===== src/design/two_wire_defines.svh =====
// Purpose: named offsets, bit positions and codes of the two-wire target
// Assumes: included by bare name from every design file that needs it
// Notes: definitions only
`ifndef TWO_WIRE_DEFINES_SVH
`define TWO_WIRE_DEFINES_SVH

// apb register byte addresses
`define OFS_OWN_ADDR 12'h000
`define OFS_CTRL 12'h004
`define OFS_STATUS 12'h008
`define OFS_DATA 12'h00C

// control register bit positions
`define CTRL_JOB_DONE 7
`define CTRL_ACK_EN 6
`define CTRL_BEGIN 5
`define CTRL_END 4
`define CTRL_WCOL 3
`define CTRL_IF_EN 2
`define CTRL_IRQ_EN 0

// own address register fields
`define OWN_ADDR_HI 7
`define OWN_ADDR_LO 1
`define OWN_BCAST 0

// status register fields
`define STAT_CODE_MASK 8'hF8
`define STAT_PRESC_MASK 8'h03

// reset values
`define RST_BYTE 8'h00

// broadcast address and bit count of one frame
`define BCAST_ADDR 7'h00
`define BITS_PER_BYTE 4'h8
`define BIT_CNT_ZERO 4'h0
`define BIT_CNT_ONE 4'h1

// bus condition codes, prescaler bits zero
`define CODE_IDLE 8'hF8
`define CODE_OWN_W 8'h60
`define CODE_ARB_OWN_W 8'h68
`define CODE_BCAST 8'h70
`define CODE_ARB_BCAST 8'h78
`define CODE_OWN_DATA_ACK 8'h80
`define CODE_OWN_DATA_NACK 8'h88
`define CODE_BC_DATA_ACK 8'h90
`define CODE_BC_DATA_NACK 8'h98
`define CODE_STOP_ADDR 8'hA0

`endif


===== src/design/two_wire_pkg.sv =====
// Purpose: shared types of the two-wire target receiver
// Assumes: nothing
// Notes: numbers live in two_wire_defines.svh
package two_wire_pkg;

	// one byte on the bus or at the registers
	typedef logic [7:0] byte_t;

	// target receiver sequencing
	typedef enum logic [2:0] {
		T_IDLE,
		T_ADDR,
		T_ADDR_ACK,
		T_HOLD,
		T_DATA,
		T_DATA_ACK
	} target_state_t;

endpackage


===== src/design/two_wire_target_receiver.sv =====
// Purpose: target receiver of a byte-oriented two-wire serial interface
// Assumes: apb slave on pclk; scl/sda open drain, pins sampled by pclk
// Notes: target transmit and master modes live elsewhere
//
// Overview of operation
// - answer own 7-bit address; broadcast if enabled
// - address plus write bit selects receive
// - address received sets job done, valid code
// - enter receive after lost arbitration
// - ack enable cleared: nack next data byte
// - ack enable zero: ignore address, keep watching
// - in deep sleep still match and ack address
// - after sleep match hold clock until flag cleared
// - data register need not hold sleep byte
// - code 0x60 for own address with write
// - code 0x68 after arbitration loss, own address
// - code 0x70 for broadcast address
// - code 0x78 after arbitration loss, broadcast
// - codes compared with prescaler bits masked off
//
// The register offsets and the APB register port were left to the implementer.
`timescale 1ns/1ps
`include "two_wire_defines.svh"
module two_wire_target_receiver (
	// clock, reset, enable
	input wire logic pclk,
	input wire logic presetn,
	input wire logic cke,
	// apb slave
	input wire logic psel,
	input wire logic penable,
	input wire logic pwrite,
	input wire logic [11:0] paddr,
	input wire logic [31:0] pwdata,
	output logic [31:0] prdata,
	output logic pready,
	output logic pslverr,
	// clock wire, open drain
	input wire logic scl_in,
	output logic scl_out,
	output logic scl_oe,
	// data wire, open drain
	input wire logic sda_in,
	output logic sda_out,
	output logic sda_oe,
	// master side and power manager
	input wire logic arb_lost,
	input wire logic deep_sleep,
	output logic wake_req,
	// event level for the core
	output logic job_done
);
	import two_wire_pkg::*;

	// register contents
	two_wire_pkg::byte_t own_addr_reg; // address and broadcast accept
	logic ack_enable_bit; // acknowledge enable
	logic begin_cond_request; // kept for the master logic
	logic end_cond_request; // kept for the master logic
	logic interface_enable_bit; // unit enable
	logic irq_enable_bit; // kept for the core's interrupt unit
	logic job_done_flag; // hardware sets, software clears
	two_wire_pkg::byte_t code_reg; // bus condition code
	logic [1:0] presc_bits; // prescaler field, software owned
	two_wire_pkg::byte_t byte_data_reg; // last received byte
	logic bad_addr; // unmapped access seen in setup

	// bus side state
	target_state_t state; // sequencer
	logic [3:0] bit_cnt; // bits of current frame
	two_wire_pkg::byte_t shift; // incoming bits
	logic addressed; // own or broadcast match in force
	logic by_bcast; // addressed by broadcast
	logic arb_seen; // master lost arbitration this frame
	logic ack_now; // decision for the current ack slot
	logic sda_drive; // pulling data wire low
	logic sleep_match; // address taken while in deep sleep

	// synchronised pins and events
	logic scl_s;
	logic sda_s;
	logic scl_rise;
	logic scl_fall;
	logic begin_seen;
	logic end_seen;

	// apb decode
	logic wr_en; // write takes effect now
	logic flag_clear; // software writes one to job done
	logic flag_set; // hardware event
	two_wire_pkg::byte_t set_code; // code that comes with flag_set
	logic addr_match; // address byte matches
	logic bcast_hit; // address byte is broadcast and accepted

	// pins pass two flops before any logic sees them
	sync_2ff #(
		.WIDTH(2)
	) sync_2ff_i (
		.pclk(pclk),
		.presetn(presetn),
		.cke(cke),
		.d({scl_in, sda_in}),
		.q({scl_s, sda_s})
	);

	// edges and conditions on the synchronised wires
	bus_event_detect bus_event_detect_i (
		.pclk(pclk),
		.presetn(presetn),
		.cke(cke),
		.scl(scl_s),
		.sda(sda_s),
		.scl_rise(scl_rise),
		.scl_fall(scl_fall),
		.begin_seen(begin_seen),
		.end_seen(end_seen)
	);

	// zero wait states; write lands in the access cycle
	assign pready = 1'b1;
	assign pslverr = psel & penable & bad_addr;
	assign wr_en = cke & psel & penable & pwrite & ~bad_addr;
	assign flag_clear = wr_en & (paddr == `OFS_CTRL) &
		pwdata[`CTRL_JOB_DONE];

	// address compare on the upper seven bits of the shifted byte
	assign bcast_hit = (shift[7:1] == `BCAST_ADDR) &
		own_addr_reg[`OWN_BCAST];
	assign addr_match = (shift[7:1] ==
		own_addr_reg[`OWN_ADDR_HI:`OWN_ADDR_LO]) | bcast_hit;

	// read data and unmapped flag captured in the setup cycle
	always_ff @(posedge pclk or negedge presetn) begin
		if (!presetn) begin
			prdata <= '0;
			bad_addr <= 1'b0;
		end else if (cke && psel && !penable) begin
			bad_addr <= 1'b0;
			prdata <= '0;
			case (paddr)
				`OFS_OWN_ADDR: begin
					prdata[7:0] <= own_addr_reg;
				end
				`OFS_CTRL: begin
					prdata[`CTRL_JOB_DONE] <= job_done_flag;
					prdata[`CTRL_ACK_EN] <= ack_enable_bit;
					prdata[`CTRL_BEGIN] <= begin_cond_request;
					prdata[`CTRL_END] <= end_cond_request;
					prdata[`CTRL_IF_EN] <= interface_enable_bit;
					prdata[`CTRL_IRQ_EN] <= irq_enable_bit;
				end
				`OFS_STATUS: begin
					// code bits and prescaler bits kept apart
					prdata[7:0] <= code_reg | {6'h00, presc_bits};
				end
				`OFS_DATA: begin
					prdata[7:0] <= byte_data_reg;
				end
				default: begin
					bad_addr <= 1'b1;
				end
			endcase
		end
	end

	// software owned register bits
	always_ff @(posedge pclk or negedge presetn) begin
		if (!presetn) begin
			own_addr_reg <= `RST_BYTE;
			ack_enable_bit <= 1'b0;
			begin_cond_request <= 1'b0;
			end_cond_request <= 1'b0;
			interface_enable_bit <= 1'b0;
			irq_enable_bit <= 1'b0;
			presc_bits <= 2'h0;
		end else if (wr_en) begin
			case (paddr)
				`OFS_OWN_ADDR: begin
					own_addr_reg <= pwdata[7:0];
				end
				`OFS_CTRL: begin
					// software sets enable and ack, requests at zero
					ack_enable_bit <= pwdata[`CTRL_ACK_EN];
					begin_cond_request <= pwdata[`CTRL_BEGIN];
					end_cond_request <= pwdata[`CTRL_END];
					interface_enable_bit <= pwdata[`CTRL_IF_EN];
					irq_enable_bit <= pwdata[`CTRL_IRQ_EN];
				end
				`OFS_STATUS: begin
					presc_bits <= pwdata[1:0];
				end
				default: begin
					// data register is read only in this mode
				end
			endcase
		end
	end

	// job done: a set in the clearing cycle wins
	always_ff @(posedge pclk or negedge presetn) begin
		if (!presetn) begin
			job_done_flag <= 1'b0;
		end else if (cke) begin
			if (flag_set) begin
				job_done_flag <= 1'b1;
			end else if (flag_clear) begin
				job_done_flag <= 1'b0;
			end
		end
	end

	// condition code follows each flag event
	always_ff @(posedge pclk or negedge presetn) begin
		if (!presetn) begin
			code_reg <= `CODE_IDLE;
		end else if (cke) begin
			if (flag_set) begin
				code_reg <= set_code & `STAT_CODE_MASK;
			end else if (flag_clear) begin
				code_reg <= `CODE_IDLE;
			end
		end
	end

	// lost arbitration is remembered until the next address or end
	always_ff @(posedge pclk or negedge presetn) begin
		if (!presetn) begin
			arb_seen <= 1'b0;
		end else if (cke) begin
			if (arb_lost) begin
				arb_seen <= 1'b1;
			end else if (end_seen ||
				(state == T_ADDR_ACK && scl_fall)) begin
				arb_seen <= 1'b0;
			end
		end
	end

	// flag events and their codes
	always_comb begin
		flag_set = 1'b0;
		set_code = `CODE_IDLE;
		if (state == T_ADDR_ACK && scl_fall && ack_now) begin
			flag_set = 1'b1;
			if (by_bcast) begin
				set_code = arb_seen ? `CODE_ARB_BCAST :
					`CODE_BCAST;
			end else begin
				set_code = arb_seen ? `CODE_ARB_OWN_W :
					`CODE_OWN_W;
			end
		end else if (state == T_DATA_ACK && scl_fall) begin
			flag_set = 1'b1;
			if (by_bcast) begin
				set_code = ack_now ? `CODE_BC_DATA_ACK :
					`CODE_BC_DATA_NACK;
			end else begin
				set_code = ack_now ? `CODE_OWN_DATA_ACK :
					`CODE_OWN_DATA_NACK;
			end
		end else if (addressed && (begin_seen || end_seen) &&
			state != T_ADDR_ACK) begin
			flag_set = 1'b1;
			set_code = `CODE_STOP_ADDR;
		end
	end

	// target sequencer; clock edges arrive two cycles late via sync
	always_ff @(posedge pclk or negedge presetn) begin
		if (!presetn) begin
			state <= T_IDLE;
			bit_cnt <= `BIT_CNT_ZERO;
			shift <= `RST_BYTE;
			addressed <= 1'b0;
			by_bcast <= 1'b0;
			ack_now <= 1'b0;
		end else if (cke) begin
			if (!interface_enable_bit) begin
				// disabled unit leaves the wires alone
				state <= T_IDLE;
				addressed <= 1'b0;
			end else if (begin_seen) begin
				// a begin or repeated begin always restarts addressing
				state <= T_ADDR;
				bit_cnt <= `BIT_CNT_ZERO;
				addressed <= 1'b0;
			end else if (end_seen) begin
				state <= T_IDLE;
				addressed <= 1'b0;
			end else begin
				case (state)
					T_IDLE: begin
						// wait for a begin condition
					end
					T_ADDR: begin
						if (scl_rise) begin
							shift <= {shift[6:0], sda_s};
							bit_cnt <= bit_cnt + `BIT_CNT_ONE;
						end else if (scl_fall && bit_cnt == `BITS_PER_BYTE) begin
							// write bit, match and ack enable
							ack_now <= addr_match & ~shift[0] &
								ack_enable_bit;
							by_bcast <= bcast_hit;
							state <= T_ADDR_ACK;
						end
					end
					T_ADDR_ACK: begin
						if (scl_fall) begin
							// read direction belongs to transmit mode
							addressed <= ack_now;
							state <= ack_now ? T_HOLD : T_IDLE;
						end
					end
					T_HOLD: begin
						if (!job_done_flag) begin
							bit_cnt <= `BIT_CNT_ZERO;
							state <= addressed ? T_DATA : T_IDLE;
						end
					end
					T_DATA: begin
						if (scl_rise) begin
							shift <= {shift[6:0], sda_s};
							bit_cnt <= bit_cnt + `BIT_CNT_ONE;
						end else if (scl_fall && bit_cnt == `BITS_PER_BYTE) begin
							// ack taken from the bit as it is now
							ack_now <= ack_enable_bit;
							state <= T_DATA_ACK;
						end
					end
					T_DATA_ACK: begin
						if (scl_fall) begin
							// after a nack the target stops listening
							addressed <= ack_now;
							state <= T_HOLD;
						end
					end
					default: begin
						state <= T_IDLE;
					end
				endcase
			end
		end
	end

	// received bytes; the address is not kept when taken in sleep
	always_ff @(posedge pclk or negedge presetn) begin
		if (!presetn) begin
			byte_data_reg <= `RST_BYTE;
		end else if (cke && scl_fall) begin
			if (state == T_DATA_ACK) begin
				byte_data_reg <= shift;
			end else if (state == T_ADDR_ACK && !deep_sleep) begin
				byte_data_reg <= shift;
			end
		end
	end

	// sleep match raises wake until software clears job done
	always_ff @(posedge pclk or negedge presetn) begin
		if (!presetn) begin
			sleep_match <= 1'b0;
		end else if (cke) begin
			if (state == T_ADDR_ACK && scl_fall && ack_now &&
				deep_sleep) begin
				sleep_match <= 1'b1;
			end else if (flag_clear) begin
				sleep_match <= 1'b0;
			end
		end
	end

	// data wire pulled low only for an ack slot
	always_ff @(posedge pclk or negedge presetn) begin
		if (!presetn) begin
			sda_drive <= 1'b0;
		end else if (cke) begin
			if (!interface_enable_bit || begin_seen || end_seen) begin
				sda_drive <= 1'b0;
			end else if (scl_fall && bit_cnt == `BITS_PER_BYTE &&
				(state == T_ADDR || state == T_DATA)) begin
				// a nack is a released, high data wire
				sda_drive <= (state == T_ADDR) ?
					(addr_match & ~shift[0] & ack_enable_bit) :
					ack_enable_bit;
			end else if (scl_fall) begin
				sda_drive <= 1'b0;
			end
		end
	end

	// open drain: output level always low, enable does the work
	assign sda_out = 1'b0;
	assign sda_oe = sda_drive;
	assign scl_out = 1'b0;
	// long wakeups stretch the clock and can block the bus for that time
	assign scl_oe = (state == T_HOLD) & job_done_flag;
	assign wake_req = sleep_match;
	assign job_done = job_done_flag;
endmodule // two_wire_target_receiver


===== src/design/sync_2ff.sv =====
// Purpose: two flip-flop synchroniser for pin levels
// Assumes: inputs are asynchronous to pclk
// Notes: first stage feeds only the second stage
`timescale 1ns/1ps
module sync_2ff #(
	parameter int WIDTH = 1
) (
	// clock and reset
	input wire logic pclk,
	input wire logic presetn,
	input wire logic cke,
	// levels
	input wire logic [WIDTH-1:0] d,
	output logic [WIDTH-1:0] q
);
	logic [WIDTH-1:0] meta; // first stage, read by q only

	// pins idle high, so reset to ones to avoid a false start
	always_ff @(posedge pclk or negedge presetn) begin
		if (!presetn) begin
			meta <= '1;
			q <= '1;
		end else if (cke) begin
			meta <= d;
			q <= meta;
		end
	end
endmodule // sync_2ff


===== src/design/bus_event_detect.sv =====
// Purpose: finds clock edges and begin/end conditions on the two wires
// Assumes: scl and sda already synchronised to pclk
// Notes: all outputs are one-cycle pulses
`timescale 1ns/1ps
module bus_event_detect (
	// clock and reset
	input wire logic pclk,
	input wire logic presetn,
	input wire logic cke,
	// synchronised bus levels
	input wire logic scl,
	input wire logic sda,
	// events
	output logic scl_rise,
	output logic scl_fall,
	output logic begin_seen,
	output logic end_seen
);
	logic scl_q; // previous clock level
	logic sda_q; // previous data level

	// remember last levels
	always_ff @(posedge pclk or negedge presetn) begin
		if (!presetn) begin
			scl_q <= 1'b1;
			sda_q <= 1'b1;
		end else if (cke) begin
			scl_q <= scl;
			sda_q <= sda;
		end
	end

	// data may only change while clock is high for a condition
	assign scl_rise = cke & scl & ~scl_q;
	assign scl_fall = cke & ~scl & scl_q;
	assign begin_seen = cke & scl & scl_q & sda_q & ~sda;
	assign end_seen = cke & scl & scl_q & ~sda_q & sda;
endmodule // bus_event_detect


===== config.mk =====
export PLATFORM = sky130hd
export DESIGN_NAME = two_wire_target_receiver
export DESIGN_NICKNAME = d
export VERILOG_FILES = /design/src/design/two_wire_pkg.sv /design/src/design/two_wire_target_receiver.sv /design/src/design/sync_2ff.sv /design/src/design/bus_event_detect.sv
export VERILOG_INCLUDE_DIRS = /design/src /design/src/design
export SDC_FILE = /design/constraint.sdc
export NUM_CORES = 1
export LEC_CHECK = 0
export BUFFER_PORTS_ARGS = -buffer_cell sky130_fd_sc_hd__buf_2
export CORE_MARGIN = 2
export CORE_UTILIZATION = 55
export CTS_BUF_LIST = sky130_fd_sc_hd__clkbuf_2 sky130_fd_sc_hd__clkbuf_4 sky130_fd_sc_hd__clkbuf_8
export DETAILED_ROUTE_END_ITERATION = 12
export PLACE_DENSITY = 0.83
export SKIP_LAST_GASP = 1
export SYNTH_ARGS = -nofsm -noshare
export SYNTH_HDL_FRONTEND = slang
export SYNTH_HIERARCHICAL = 1
export SYNTH_SLANG_ARGS = --single-unit

===== constraint.sdc =====
create_clock -name pclk -period 2.72 [get_ports pclk]
set_input_delay 0.136 -clock pclk [delete_from_list [all_inputs] [get_ports pclk]]
set_output_delay 0.136 -clock pclk [all_outputs]
set_load 0.005 [all_outputs]

==> reports/qor.yml <==
detailedPlacementHpwl_mm: 5.43
power-per-cell-area_mw_per_mm2: 514
design.final.nets: 427
chipWidth_um: 84.4
unrepaired_setup_endpoints_after_global_routing: "false"
critPathSlowestCell: "nor3b_1"
summed_negative_setup_slack_over_all_endpoints_ps: 0
total_leakage_power_nw: 1.86
synth-async-reset-ratio_pct: 100
die_height_um: 84.4
fraction_of_power_consumed_by_combinational_cells_pct: 5.8
finalMaxSlewViolations: 0
grt.overflow.total: 0
r2r-end: "by_bcast"
startpoint_type: "flip-flop"
synth_largest_type_area_fraction_pct: 38.1
hold_path_class: "in -> reg"
globalplace.congestion: 0.842
ff2ff_path_depth: 5
groute.usage.overall_pct: 21.6
worstPathArrival_ps: 2460
numClockSinks: 65
fillers: 493
tightest_slew_ps: 622
synth_seq_area_share_pct: 46.2
layout.cell_area.non_filler_mm2: 0.00397
placement.cell_area_mm2: 0.00374
cts_buffer_depth: 2
timing.rr.start: "bus_event_detect_i/scl_q"
cp_max_fo: 7
hold_ws_ps: 19.5
switching_power_mw: 0.481
period_utilization_pct: 82.2
io_pins: 94
holdCritStartpoint: "arb_lost"
root_buffer: "clkbuf_8"
syn-mean-instance-area_um2: 10.9
floorplan.core_area_mm2: 0.00631
rows: 29
post_synth_inst_count: 325
numPortBuffers: 42
cell_internal_pwr_mw: 1.56
synth_cell_types: 59
critPathMaxStageDelay_ps: 590
synthesis.area_mm2: 0.00355
drive_above_1_share_pct: 34.6
most_frequently_used_flop_master_after_synthesis: "dfrtp_1"
yosys_synthesis_warning_count: 6
cts_resized: 0
postCtsSetupBuffers: 0
dr.pass1.iters: 4
avgViaCountPerCell: 5.72
cts_max_level: 3
setup_skew_after_layout_ps: 9.67
yosys_register_bits: 65
final_util_pct: 62.9
r2r_setup_slack_ps: 480
clk-insertion-delay-late_ps: 350
min_path_cells: 2
cts_inserted_buffers: 9
drt_iter0_markers: 198
status: "completed"
grt_pass1_vias: 2501
cts-hold-fix-buffers: 1
finalCriticalPeriod_ps: 2240
timing.max_cap.violations: 0
hold_path_end: "arb_seen"
hold_violations: 0
largest_net_degree_at_the_start_of_global_routing: 27
swShare_pct: 23.6
grt_pass1_wl_mm: 12.0
ir_worst_vdd_v: 0.000434
crit_path_cell_trace: "nand2_1 -> nor2_1 -> nor3b_1 -> nand3_1 -> mux2_2"
synth_edf_count: 0
finish.cell_count_without_fillers: 453
clk_pin_slew_ps: 70
setup.worst_path.end_class: "flip-flop"
share_seq_of_total_power_pct: 49.2
leading_post_synthesis_cells_by_cell_area: "dfrtp_1 38%, mux2_2 11%, dfstp_2 8.1%, buf_4 5.7%, mux4_2 3.2%"
antenna_cells_inserted: 0
power.clock.fraction_pct: 45.1
cts_tree: "built"
die_footprint_mm2: 0.00711
via_count: 2591
fmax_mhz: 447
required_ps: 2950
syn2layout_area_growth_pct: 11.9
detail_route.drc_violations: 0
criticalPathCategory: "reg -> reg"
yosysTopAreaCell: "dfrtp_1"
totalWireLength_mm: 7.31
initial_core_util_pct: 56.2
routed_wire_length_per_instance_um: 16.1
numPlacedInstances: 436
detail-route-antenna-nets: 0
setup-violations-final: 0
slew-limit-headroom_pct: 58.4
antenna_found_initial: 0
-- placed cells by master, fill, tap and decap left out, types with 3 or more instances in the layout --
cell type	synthesis	layout
a22o_1	5	5
nor3b_1	3	3
inv_1	14	14
nor3_1	3	3
xnor2_1	8	8
nand2b_1	3	3
nor2_1	13	13
clkinv_4	0	3
dfstp_2	11	11
nand2_1	27	27
nand3_1	8	8
o21ai_0	21	21
buf_4	27	6
o31ai_1	5	5
dfrtp_1	54	54
nor4_1	3	3
conb_1	2	27
clkbuf_8	0	9
nand4_1	5	5
mux2_2	36	36
buf_2	4	42
mux4_2	5	5
a21oi_1	7	7
-- worst max path at each step --
stage | start | endpoint | slack, ps | cells past startpoint
after global routing | bus_event_detect_i/scl_q | by_bcast | 320 | 5
after CTS | bus_event_detect_i/scl_q | by_bcast | 520 | 5
final | bus_event_detect_i/scl_q | by_bcast | 480 | 5
after floorplan | bus_event_detect_i/scl_q | code_reg[3] | 670 | 9
after detailed placement | bus_event_detect_i/scl_q | code_reg[3] | 510 | 6
after global placement | bus_event_detect_i/scl_q | by_bcast | 620 | 5
-- stage by stage --
step	setup slack (ps)	total power [mW]
floorplan	670	1.10
global placement	618	1.13
detailed placement	511	1.14
CTS	516	2.06
global route	324	2.12
finish	483	2.04
-- cell usage after synthesis (all sizes together) (2+ instances only) --
| library cell | number |
|---|---|
| and3b | 2 |
| or2 | 3 |
| nand2b | 3 |
| dfrtp | 54 |
| nand2 | 27 |
| nor3 | 5 |
| nor2b | 2 |
| nand4 | 5 |
| a2bb2oi | 2 |
| and2 | 2 |
| nor4bb | 2 |
| a21o | 2 |
| nor3b | 6 |
| mux2i | 2 |
| o31ai | 5 |
| clkbuf | 7 |
| mux2 | 39 |
| inv | 14 |
| mux4 | 5 |
| a21oi | 7 |
| nand3 | 10 |
| nand3b | 2 |
| ha | 2 |
| and4b | 2 |
| a22o | 5 |
| conb | 2 |
| dfstp | 11 |
| xnor2 | 8 |
| o21bai | 2 |
| nor4 | 3 |
| o21ai | 23 |
| buf | 32 |
| nor2 | 15 |
| and3 | 2 |
-- kinds of logic after synthesis --
kind of cell | Yosys count | share of synthesized area (%)
AOI/OAI and AO/OA | 56 | 10.4
xor gates and xnor gates | 9 | 2.22
adders and majority gates | 2 | 0.705
buffers and inverters | 53 | 8.81
DFF | 65 | 46.2
muxes | 46 | 16.3
other | 2 | 0.211
and+or+nand+nor | 92 | 15.2
-- area by class of cell --
cell class / instances / area (µm²) / share of cell area (%)
multi-input combinational: 232 / 1690 / 42.6
sequential: 65 / 1640 / 41.3
timing repair buffer: 49 / 265 / 6.68
clock buffer: 9 / 124 / 3.12
clock inverter: 7 / 103 / 2.58
tap: 77 / 96.3 / 2.43
inverter: 14 / 52.6 / 1.32
-- worst max-delay path: cells and delay by family (launching register included) --
family / cells / cell delay, ps
and+or+nand+nor: 4 / 1220
DFF: 1 / 560
muxes: 1 / 340
-- power groups by stage --
stage	combinational [mW]	clock [mW]	sequential, mW
after floorplan	0.0846	0	1.02
after global placement	0.113	0	1.02
after detailed placement	0.117	0	1.02
after CTS	0.118	0.937	1.00
after global routing	0.132	0.979	1.01
final	0.117	0.919	1.00
-- metal layers --
layer | routed length (µm) | vias up | GRT usage, %
met1 | 3000 | 1251 | 28.6
met3 | 588 | 13 | 4.03
met4 | 109 | 0 | 10.7
li1 | - | 1196 | -
met5 | 0 | - | 0
met2 | 3620 | 131 | 34.5
Power figures use the tool's default switching activity.
